## src/rtl/arrmw_pkg.sv

```systemverilog
/*
 * arrmw_pkg: shared constants and types of the access-region
 * read-modify-write engine: bank map, command-port offsets,
 * operation codes, engine states and timing figures.
 * assumes: a single 100 MHz system clock.
 */
package arrmw_pkg;

  // ----------------------------------------------------------------
  // region map
  // ----------------------------------------------------------------
  localparam int         REGION_BANK0_BYTES  = 96;     // low part taken from bank 0
  localparam int         REGION_BANK15_BYTES = 160;    // high part taken from bank 15
  localparam logic [7:0] BANK0_LAST          = 8'h5F;  // last compact address of bank 0
  localparam logic [7:0] BANK15_FIRST        = 8'hA0;  // first held compact address of bank 15
  localparam logic [7:0] BANK0_HIGH          = 8'h00;  // upper address byte for bank 0
  localparam logic [7:0] BANK15_HIGH         = 8'h0F;  // upper address byte for bank 15
  localparam int         MEM_ENTRIES         = 256;    // one entry per compact address

  // ----------------------------------------------------------------
  // command port offsets
  // ----------------------------------------------------------------
  localparam logic [3:0] OFF_CTRL    = 4'h0;  // operation select
  localparam logic [3:0] OFF_ADDR    = 4'h1;  // compact start address
  localparam logic [3:0] OFF_COUNT   = 4'h2;  // block length
  localparam logic [3:0] OFF_DATA    = 4'h3;  // operand, write runs one step
  localparam logic [3:0] OFF_STATUS  = 4'h4;  // busy and carry
  localparam logic [3:0] OFF_PEEK    = 4'h5;  // content at the pointer
  localparam logic [3:0] OFF_FULL_LO = 4'h6;  // expanded address, low byte
  localparam logic [3:0] OFF_FULL_HI = 4'h7;  // expanded address, high byte

  // ----------------------------------------------------------------
  // reset values
  // ----------------------------------------------------------------
  localparam logic [15:0] FULL_ADDR_RST = 16'h0000;
  localparam logic [7:0]  COUNT_RST     = 8'h00;
  localparam logic [7:0]  BYTE_RST      = 8'h00;

  // ----------------------------------------------------------------
  // timing
  // ----------------------------------------------------------------
  localparam int         CLK_PERIOD_NS = 10;  // sys_clk period
  localparam int         TOGGLE_GAP_NS = 83;  // spacing of the two toggles
  localparam int         TOGGLE_GAP_CYC = (TOGGLE_GAP_NS + CLK_PERIOD_NS - 1) / CLK_PERIOD_NS;
  localparam logic [3:0] TOGGLE_LOAD   = 4'(TOGGLE_GAP_CYC - 1);
  localparam logic [2:0] LAST_FLAG_BIT = 3'h7;
  localparam logic [2:0] CARRY_FLAG_BIT = 3'h2;

  // ----------------------------------------------------------------
  // types
  // ----------------------------------------------------------------
  typedef enum logic [2:0] {
    OP_AND    = 3'h0,
    OP_OR     = 3'h1,
    OP_XOR    = 3'h2,
    OP_TOGGLE = 3'h3,  // double_toggle_op
    OP_ADD    = 3'h4,
    OP_FLAGS  = 3'h5   // flag_driven_unary_ops
  } arrmw_op_t;

  typedef enum logic [1:0] {
    ST_IDLE   = 2'h0,
    ST_TOGGLE = 2'h1,
    ST_FLAGS  = 2'h2
  } arrmw_state_t;

endpackage : arrmw_pkg

```

## src/rtl/arrmw_unary.sv

```systemverilog
/*
 * arrmw_unary: one step of the flag-driven unary sequence; given the
 * step index it returns the new byte, the new carry and whether the
 * location is written.
 * assumes: purely combinational, driven by the engine on one clock.
 */
`timescale 1ns/10ps
`default_nettype none
module arrmw_unary
  import arrmw_pkg::*;
(
  // step inputs
  input  wire logic [7:0] value,
  input  wire logic       carry,
  input  wire logic [7:0] flags,
  input  wire logic [2:0] step,
  // step results
  output logic      [7:0] result,
  output logic            carry_out,
  output logic            write_en
);

  // ----------------------------------------------------------------
  // step decode
  // ----------------------------------------------------------------
  // each step acts on the byte as it stands after the previous one
  always_comb begin
    result    = value;
    carry_out = carry;
    write_en  = flags[step];
    case (step)
      3'h0: result = {value[6:0], value[7]};
      3'h1: result = {value[0], value[7:1]};
      3'h2: begin
        carry_out = flags[CARRY_FLAG_BIT];
        write_en  = 1'b0;
      end
      3'h3: begin
        result    = {value[6:0], carry};
        carry_out = flags[step] ? value[7] : carry;
      end
      3'h4: begin
        result    = {carry, value[7:1]};
        carry_out = flags[step] ? value[0] : carry;
      end
      3'h5: result = ~value;
      3'h6: result = 8'(~value + 8'h01);
      3'h7: result = {value[3:0], value[7:4]};
      default: result = value;
    endcase
  end

endmodule : arrmw_unary
`default_nettype wire

```

## src/rtl/arrmw_core.sv

```systemverilog
/*
 * arrmw_core: access-region store with block AND/OR/XOR, double
 * toggle, single-byte add and the flag-driven unary sequence,
 * reached over a plain command port.
 * assumes: one 100 MHz clock, asynchronous active-low reset, a master
 * that issues one-cycle strobes and reads data one cycle later.
 */
`timescale 1ns/10ps
`default_nettype none
// Functional notes
// - region is 96 low plus 160 high bytes; the store holds compact 0..95 and 160..255 (192 bytes)
// - 8-bit compact address expands to 16 bits
// - compact 0..95 selects bank 0
// - compact 96..255 selects bank 15
// - first byte fixes bank for whole block
// - AND/OR/XOR combine and store back in place
// - double toggle XORs twice, about 83 ns apart
// - add acts on one byte, no length
// - flag bits 0,1 rotate without carry
// - flag bit 2 is copied into carry
// - flag bits 3,4 rotate through carry
// - bits 5-7 complement, negate, swap nibbles
// - flag actions run from bit 0 up
// - each flag action is stored before next
module arrmw_core
  import arrmw_pkg::*;
(
  // clock and reset
  input  wire logic        sys_clk,
  input  wire logic        nrst,
  // command port
  input  wire logic [3:0]  bus_addr,
  input  wire logic [7:0]  bus_wdata,
  input  wire logic        bus_wr,
  input  wire logic        bus_rd,
  output logic      [7:0]  bus_rdata,
  // observation of the store
  output logic             busy,
  output logic      [15:0] full_addr,
  output logic             wr_pulse,
  output logic      [15:0] wr_addr,
  output logic      [7:0]  wr_data
);

  // ----------------------------------------------------------------
  // state
  // ----------------------------------------------------------------
  arrmw_op_t    op_reg;             // selected operation
  arrmw_state_t state_reg;          // engine state
  arrmw_state_t state_next;
  logic [15:0]  full_addr_reg;      // expanded address, low byte is the pointer
  logic [7:0]   count_reg;          // steps left in the block
  logic [7:0]   operand_reg;        // operand or flags of the running step
  logic [3:0]   timer_reg;          // gap counter of the double toggle
  logic [2:0]   bit_idx_reg;        // current flag step
  logic         carry_reg;          // carry flag
  logic [7:0]   rdata_reg;          // read data, one cycle after the strobe
  logic         wr_pulse_reg;       // a location was written
  logic [15:0]  wr_addr_reg;        // where it was written
  logic [7:0]   wr_data_reg;        // what was written
  logic [7:0]   mem_q [MEM_ENTRIES];// store

  // ----------------------------------------------------------------
  // decode
  // ----------------------------------------------------------------
  wire        wr_ctrl   = bus_wr && (bus_addr == OFF_CTRL);
  wire        wr_addr_s = bus_wr && (bus_addr == OFF_ADDR);
  wire        wr_count  = bus_wr && (bus_addr == OFF_COUNT);
  wire        wr_data_s = bus_wr && (bus_addr == OFF_DATA);
  wire [7:0]  ptr       = full_addr_reg[7:0];
  wire        in_bank15 = (full_addr_reg[15:8] == BANK15_HIGH);
  // a location outside the two slices is not held and reads as zero
  wire        in_region = in_bank15 ? (ptr >= BANK15_FIRST) : (ptr <= BANK0_LAST);
  wire [7:0]  cur_val   = in_region ? mem_q[ptr] : BYTE_RST;
  wire        single    = (op_reg == OP_ADD) || (op_reg == OP_FLAGS);
  wire        start     = wr_data_s && (state_reg == ST_IDLE) && (count_reg != COUNT_RST);

  // compact address expansion, decided once per block
  wire [7:0]  new_high  = (bus_wdata <= BANK0_LAST) ? BANK0_HIGH : BANK15_HIGH;

  // ----------------------------------------------------------------
  // operation results
  // ----------------------------------------------------------------
  wire [7:0]  and_res   = cur_val & bus_wdata;
  wire [7:0]  or_res    = cur_val | bus_wdata;
  wire [7:0]  xor_res   = cur_val ^ bus_wdata;
  wire [7:0]  add_res   = 8'(cur_val + bus_wdata);
  wire [7:0]  tog2_res  = cur_val ^ operand_reg;
  wire [7:0]  un_res;
  wire        un_carry;
  wire        un_write;
  wire        flag_c_bit = operand_reg[CARRY_FLAG_BIT];

  // one step of the flag sequence
  arrmw_unary u_unary (
    .value     (cur_val),
    .carry     (carry_reg),
    .flags     (operand_reg),
    .step      (bit_idx_reg),
    .result    (un_res),
    .carry_out (un_carry),
    .write_en  (un_write)
  );

  // ----------------------------------------------------------------
  // engine control
  // ----------------------------------------------------------------
  wire tog_done  = (state_reg == ST_TOGGLE) && (timer_reg == 4'h0);
  wire flag_last = (state_reg == ST_FLAGS) && (bit_idx_reg == LAST_FLAG_BIT);
  wire quick     = start && (op_reg != OP_TOGGLE) && (op_reg != OP_FLAGS);
  wire advance   = quick || tog_done || flag_last;   // step over, pointer moves

  // store write port
  logic       mem_do;
  logic [7:0] mem_wdata;
  always_comb begin
    mem_do    = 1'b0;
    mem_wdata = cur_val;
    case (state_reg)
      ST_IDLE: begin
        mem_do = start;
        case (op_reg)
          OP_AND:    mem_wdata = and_res;
          OP_OR:     mem_wdata = or_res;
          OP_XOR:    mem_wdata = xor_res;
          OP_TOGGLE: mem_wdata = xor_res;      // first toggle
          OP_ADD:    mem_wdata = add_res;
          default:   mem_do    = 1'b0;         // flag sequence starts next cycle
        endcase
      end
      ST_TOGGLE: begin
        mem_do    = tog_done;                  // second toggle restores the byte
        mem_wdata = tog2_res;
      end
      ST_FLAGS: begin
        mem_do    = un_write;
        mem_wdata = un_res;
      end
      default: mem_do = 1'b0;
    endcase
  end
  wire mem_we = mem_do && in_region;

  // next state
  always_comb begin
    state_next = state_reg;
    case (state_reg)
      ST_IDLE: begin
        if (start && (op_reg == OP_TOGGLE)) begin
          state_next = ST_TOGGLE;
        end else if (start && (op_reg == OP_FLAGS)) begin
          state_next = ST_FLAGS;
        end
      end
      ST_TOGGLE: if (tog_done) begin
        state_next = ST_IDLE;
      end
      ST_FLAGS: if (flag_last) begin
        state_next = ST_IDLE;
      end
      default: state_next = ST_IDLE;
    endcase
  end

  // ----------------------------------------------------------------
  // store, one flip-flop byte per compact address
  // ----------------------------------------------------------------
  genvar gi;
  generate
    for (gi = 0; gi < MEM_ENTRIES; gi++) begin : g_mem
      logic [7:0] cell_reg;
      always_ff @(posedge sys_clk or negedge nrst) begin
        if (!nrst) begin
          cell_reg <= BYTE_RST;
        end else if (mem_we && (ptr == 8'(gi))) begin
          cell_reg <= mem_wdata;
        end
      end
      assign mem_q[gi] = cell_reg;
    end
  endgenerate

  // ----------------------------------------------------------------
  // engine registers
  // ----------------------------------------------------------------
  // state and operation select
  always_ff @(posedge sys_clk or negedge nrst) begin
    if (!nrst) begin
      state_reg <= ST_IDLE;
      op_reg    <= OP_AND;
    end else begin
      state_reg <= state_next;
      if (wr_ctrl && (state_reg == ST_IDLE)) begin
        op_reg <= arrmw_op_t'(bus_wdata[2:0]);
      end
    end
  end

  // pointer and block length; only the low byte ever steps
  always_ff @(posedge sys_clk or negedge nrst) begin
    if (!nrst) begin
      full_addr_reg <= FULL_ADDR_RST;
      count_reg     <= COUNT_RST;
    end else if (state_reg == ST_IDLE && wr_ctrl) begin
      count_reg <= COUNT_RST;                  // new operation needs a new block
    end else if (state_reg == ST_IDLE && wr_addr_s) begin
      full_addr_reg <= {new_high, bus_wdata};
      if (single) begin
        count_reg <= 8'h01;
      end
    end else if (state_reg == ST_IDLE && wr_count && !single) begin
      count_reg <= bus_wdata;
    end else if (advance) begin
      full_addr_reg[7:0] <= 8'(ptr + 8'h01);
      count_reg          <= 8'(count_reg - 8'h01);
    end
  end

  // operand, toggle timer, flag step and carry
  always_ff @(posedge sys_clk or negedge nrst) begin
    if (!nrst) begin
      operand_reg <= BYTE_RST;
      timer_reg   <= 4'h0;
      bit_idx_reg <= 3'h0;
      carry_reg   <= 1'b0;
    end else if (start) begin
      operand_reg <= bus_wdata;
      timer_reg   <= TOGGLE_LOAD;
      bit_idx_reg <= 3'h0;
    end else begin
      if (state_reg == ST_TOGGLE && !tog_done) begin
        timer_reg <= 4'(timer_reg - 4'h1);
      end
      if (state_reg == ST_FLAGS) begin
        bit_idx_reg <= 3'(bit_idx_reg + 3'h1);
        carry_reg   <= un_carry;
      end
    end
  end

  // record of each store write
  always_ff @(posedge sys_clk or negedge nrst) begin
    if (!nrst) begin
      wr_pulse_reg <= 1'b0;
      wr_addr_reg  <= FULL_ADDR_RST;
      wr_data_reg  <= BYTE_RST;
    end else begin
      wr_pulse_reg <= mem_we;
      if (mem_we) begin
        wr_addr_reg <= full_addr_reg;
        wr_data_reg <= mem_wdata;
      end
    end
  end

  // ----------------------------------------------------------------
  // read side of the command port
  // ----------------------------------------------------------------
  logic [7:0] rd_mux;
  always_comb begin
    case (bus_addr)
      OFF_CTRL:    rd_mux = {5'h00, op_reg};
      OFF_ADDR:    rd_mux = ptr;
      OFF_COUNT:   rd_mux = count_reg;
      OFF_STATUS:  rd_mux = {6'h00, carry_reg, (state_reg != ST_IDLE)};
      OFF_PEEK:    rd_mux = cur_val;
      OFF_FULL_LO: rd_mux = full_addr_reg[7:0];
      OFF_FULL_HI: rd_mux = full_addr_reg[15:8];
      default:     rd_mux = BYTE_RST;          // data and unmapped read zero
    endcase
  end

  // read data stands only in the cycle after the strobe
  always_ff @(posedge sys_clk or negedge nrst) begin
    if (!nrst) begin
      rdata_reg <= BYTE_RST;
    end else begin
      rdata_reg <= bus_rd ? rd_mux : BYTE_RST;
    end
  end

  assign bus_rdata = rdata_reg;
  assign busy      = (state_reg != ST_IDLE);
  assign full_addr = full_addr_reg;
  assign wr_pulse  = wr_pulse_reg;
  assign wr_addr   = wr_addr_reg;
  assign wr_data   = wr_data_reg;

  // ----------------------------------------------------------------
  // checks
  // ----------------------------------------------------------------
  bank_fixed_a: assert property (@(posedge sys_clk) disable iff (!nrst)
    !wr_addr_s |=> $stable(full_addr_reg[15:8]))
    else $error("bank changed inside a block");

  bank0_map_a: assert property (@(posedge sys_clk) disable iff (!nrst)
    (wr_addr_s && !busy && bus_wdata <= BANK0_LAST) |=> (full_addr_reg[15:8] == BANK0_HIGH))
    else $error("low compact address not in bank 0");

  bank15_map_a: assert property (@(posedge sys_clk) disable iff (!nrst)
    (wr_addr_s && !busy && bus_wdata >= BANK15_FIRST) |=> (full_addr_reg == {BANK15_HIGH, $past(bus_wdata)}))
    else $error("high compact address not in bank 15");

  and_store_a: assert property (@(posedge sys_clk) disable iff (!nrst)
    (start && op_reg == OP_AND && in_region) |=> (wr_pulse_reg && wr_data_reg == $past(and_res)))
    else $error("and result not stored");

  add_wrap_a: assert property (@(posedge sys_clk) disable iff (!nrst)
    (start && op_reg == OP_ADD && in_region) |=> (wr_data_reg == $past(add_res) && count_reg == COUNT_RST))
    else $error("add result or single-byte length wrong");

  toggle_gap_a: assert property (@(posedge sys_clk) disable iff (!nrst)
    (start && op_reg == OP_TOGGLE) |=> (state_reg == ST_TOGGLE && !mem_we) [*8] ##1 (state_reg == ST_TOGGLE && mem_do) ##1 (state_reg == ST_IDLE))
    else $error("double toggle spacing wrong");

  toggle_restore_a: assert property (@(posedge sys_clk) disable iff (!nrst)
    (start && op_reg == OP_TOGGLE && in_region) |-> ##10 (wr_data_reg == $past(cur_val, 10)))
    else $error("double toggle did not restore the byte");

  flag_order_a: assert property (@(posedge sys_clk) disable iff (!nrst)
    (state_reg == ST_FLAGS && bit_idx_reg != LAST_FLAG_BIT) |=> (bit_idx_reg == 3'($past(bit_idx_reg) + 3'h1)))
    else $error("flag steps out of order");

  carry_copy_a: assert property (@(posedge sys_clk) disable iff (!nrst)
    (state_reg == ST_FLAGS && bit_idx_reg == CARRY_FLAG_BIT) |=> (carry_reg == $past(flag_c_bit)))
    else $error("carry not taken from flag bit 2");

  flag_write_a: assert property (@(posedge sys_clk) disable iff (!nrst)
    (state_reg == ST_FLAGS && un_write && in_region) |=> (wr_pulse_reg && wr_data_reg == $past(un_res)))
    else $error("flag step not stored at once");

endmodule : arrmw_core
`default_nettype wire

```

## config.mk

```make
export PLATFORM = sky130hd
export DESIGN_NAME = arrmw_core
export DESIGN_NICKNAME = d
export VERILOG_FILES = /design/src/rtl/arrmw_pkg.sv /design/src/rtl/arrmw_unary.sv /design/src/rtl/arrmw_core.sv
export SDC_FILE = /design/constraint.sdc
export NUM_CORES = 2
export LEC_CHECK = 0
export ABC_CLOCK_PERIOD_IN_PS = 5390
export BUFFER_PORTS_ARGS = -buffer_cell sky130_fd_sc_hd__buf_2
export CAP_MARGIN = 15
export CELL_PAD_IN_SITES_DETAIL_PLACEMENT = 0
export CELL_PAD_IN_SITES_GLOBAL_PLACEMENT = 2
export CORE_MARGIN = 5
export CORE_UTILIZATION = 39
export DETAILED_ROUTE_END_ITERATION = 10
export PLACE_DENSITY_LB_ADDON = 0.1
export SLEW_MARGIN = 10
export SYNTH_ARGS = -nofsm -noshare
export SYNTH_HDL_FRONTEND = slang
export SYNTH_SLANG_ARGS = --single-unit
```

## constraint.sdc

```tcl
create_clock -name sys_clk -period 5.39 [get_ports sys_clk]
set_input_delay 0 -clock sys_clk [delete_from_list [all_inputs] [get_ports sys_clk]]
set_output_delay 0 -clock sys_clk [all_outputs]
set_load 0.1 [all_outputs]
```

==> reports/qor.txt <==
Status - finished, violations left
Failing checks - setup timing
Unrepaired setup endpoints after global routing - true
Final worst-path cycle share - 121%
CP delay by family, top - buffers and inverters
Grt ovf - 0
Final nets - 8520
Final setup margin - -1.11 ns
Min Clock Period, post-route - 6.50 ns
Worst slew pin tran - 1.30 ns
Max incr delay on CP - 0.61 ns
Commonest cells after routing, fill and taps aside - dfrtp_1, nand2_1, o21ai_0, buf_4, nor2_1
Max Cap Viol - 0
Final setup viols - 1543
Vias in the first global route - 65700
Critical Path Slowest Stage Cell - a2111oi_4
Max-slew violation count - 0
Syn_area_per_cell - 11.1 um2
Clock Skews - 0.0620 ns
Total Routing Usage GR - 27.7%
Crit Path Max Fanout - 9
Rows - 179
Routability cong. - 0.909
Worst skew pair latency - 0.89 ns
Total power divided by cell area - 522 mW/mm2
Crit end category - flop
Share of flip-flops with an asynchronous set or reset - 100%
Rel. slew slack - 13.5%
Initial antenna violation count - 20
Fmax - 154 MHz
Die width - 499 um
Post-synth EDFFs - 0
IO Port Bufs - 57
Maximum vdd ir drop - 0.319 mV
Wire length per cell after detailed routing - 29.6 um
Worst Path Arrival - 7.22 ns
Req. time, crit path - 6.11 ns
Ys Warns - 0
Core ar. - 0.238 mm2
CTS root buf - clkbuf_16
CTS clk-pin slew, worst paths - 0.06 ns
Max reg flops - 2048
Clock buffer count from CTS - 229
CP Buf/Inv Count - 14
FILL cells - 21700
Die area - 0.249 mm2
Final Hold Vio Count - 0
Largest net degree at the start of global routing - 160
Mapped Area - 0.0934 mm2
# DRC - 0
First-pass GRT wire length - 501000 um
CP Launch Type - flop
CTS Buffer Depth - 3
Post-synthesis sequential area ratio - 56.6%
Most common cell after layout, fill and taps aside - dfrtp_1
Final hold slack - 0.0613 ns
CTS H-Tree Depth - 4
DRT Pass-1 Iters - 6
Layout cell share with drive strength beyond 1 - 25.9%
Most common flop cell mapped by yosys - dfrtp_1
Die height - 499 um
Via count - 65800
HP Class - primary input to asynchronous set/reset pin
Synth Register Bits - 2112
Via density - 5.56
Iteration-0 DRC Markers - 6267
HPWL after detailed placement - 231000 um
Layout area overhead - 20.0%
Cells after synthesis - 8376
CTS tree - done
Clk sinks - 2112
Final wirelength - 351000 um
Initial core utilization - 39.2%
Final ANT Viol Nets - 0
Worst setup path class - flop to flop
Final TNS setup - -1250.29 ns
Ports - 66
Pleak - 50.9 nW
Netlist cell types - 97
cell type report:
cell class | instances | area (um2) | share of cell area, %
diodes | 10 | 25.0 | 0.0223
clock buffers | 329 | 6640 | 5.93
clock inverters | 91 | 1100 | 0.979
inverters | 44 | 169 | 0.151
multi-input cells | 5136 | 36400 | 32.5
flip-flops and latches | 2112 | 52900 | 47.2
well taps | 3167 | 3960 | 3.54
repair buffers | 952 | 10800 | 9.67
worst min-delay path, cell delays in order:
cell,delay (ns)
dlygate4sd3_1,0.58
buf_12,0.34
buf_16,0.36
kinds of logic after synthesis:
group / after synthesis / share of synthesized area, %
simple gates: 2223 / 9.55
flops: 2112 / 56.6
compound gates: 1916 / 11.5
buf+inv: 1135 / 5.93
mux: 945 / 15.9
fa+ha+maj: 29 / 0.397
xor+xnor: 15 / 0.141
other cells: 1 / 0.00402
final timing paths:
check                                                    from                            endpoint  slack, ns  depth (start not counted)
setup / recovery                     full_addr[0]$_DFFE_PN0P_              wr_data[4]$_DFFE_PN0P_      -1.11                         27
hold / removal                                           nrst   g_mem[41].cell_reg[1]$_DFFE_PN0P_       0.06                          3
setup reg to reg                     full_addr[0]$_DFFE_PN0P_              wr_data[4]$_DFFE_PN0P_      -1.11                         27
hold reg to reg            g_mem[119].cell_reg[1]$_DFFE_PN0P_  g_mem[119].cell_reg[1]$_DFFE_PN0P_       0.37                          0
max in group asynchronous                                nrst   g_mem[26].cell_reg[1]$_DFFE_PN0P_       4.10                          4
min in group sys_clk                             bus_wdata[2]          operand_reg[2]$_DFFE_PN0P_       0.08                          4
cells in the mapped netlist (16+ instances only):
cell type	count	area, um2
nand3_1	75	375
a211oi_1	18	135
mux2_2	137	1540
mux4_1	16	420
inv_1	40	150
a31oi_1	27	169
o22ai_1	27	169
nor4_1	17	106
nor3_1	41	205
o21ai_0	1112	5570
mux2_4	74	1110
nand2_1	1390	5220
buf_4	38	285
mux2i_1	354	3540
a21oi_1	403	2020
nor2b_1	17	106
and3_1	17	106
buf_2	77	385
a221oi_1	20	175
mux4_2	364	8200
nor2_1	580	2180
clkbuf_1	842	3160
buf_8	41	616
buf_6	37	417
dlygate4sd3_1	22	220
dfrtp_1	2112	52900
ha_1	28	350
a22oi_1	195	1460
stage by stage:
stage	setup slack [ns]	instances	instance area (um2)	utilization [%]	total power, mW
floorplan	-0.0307	8383	93800	-	27.0
global placement	-1.62	11200	99500	41.8	36.5
detailed placement	-1.55	11200	99500	41.8	36.5
CTS	-0.814	11800	111000	46.6	57.5
global route	-1.20	11800	112000	47.0	60.2
finish	-1.11	11800	112000	47.1	58.5
power by group:
part | leakage [nW] | total, mW | internal, mW | switching (mW)
Clock | 3.79 | 16.2 | 9.40 | 6.81
Combinational | 17.7 | 26.0 | 9.93 | 16.0
Sequential | 29.4 | 16.3 | 16.1 | 0.272
what timing repair did:
item,4_1_cts,5_1_grt
pin swaps,175,64
gates resized for setup,536,321
endpoints found under the setup margin,1544,1544
cloned,47,17
endpoints found under the hold margin,877,0
setup buffers,81,11
hold buffers,28,0
per-layer routing:
metal	part of all wire (%)	global-route usage, %	routed length (um)	vias up
li1	-	-	-	29200
met1	45	40.6	159000	34100
met2	45	42.5	157000	2048
met3	6.0	4.50	21200	493
met4	3.7	8.64	13000	2
met5	0.0037	0	13	-
Note: power is estimated with default switching activity, not from simulation.
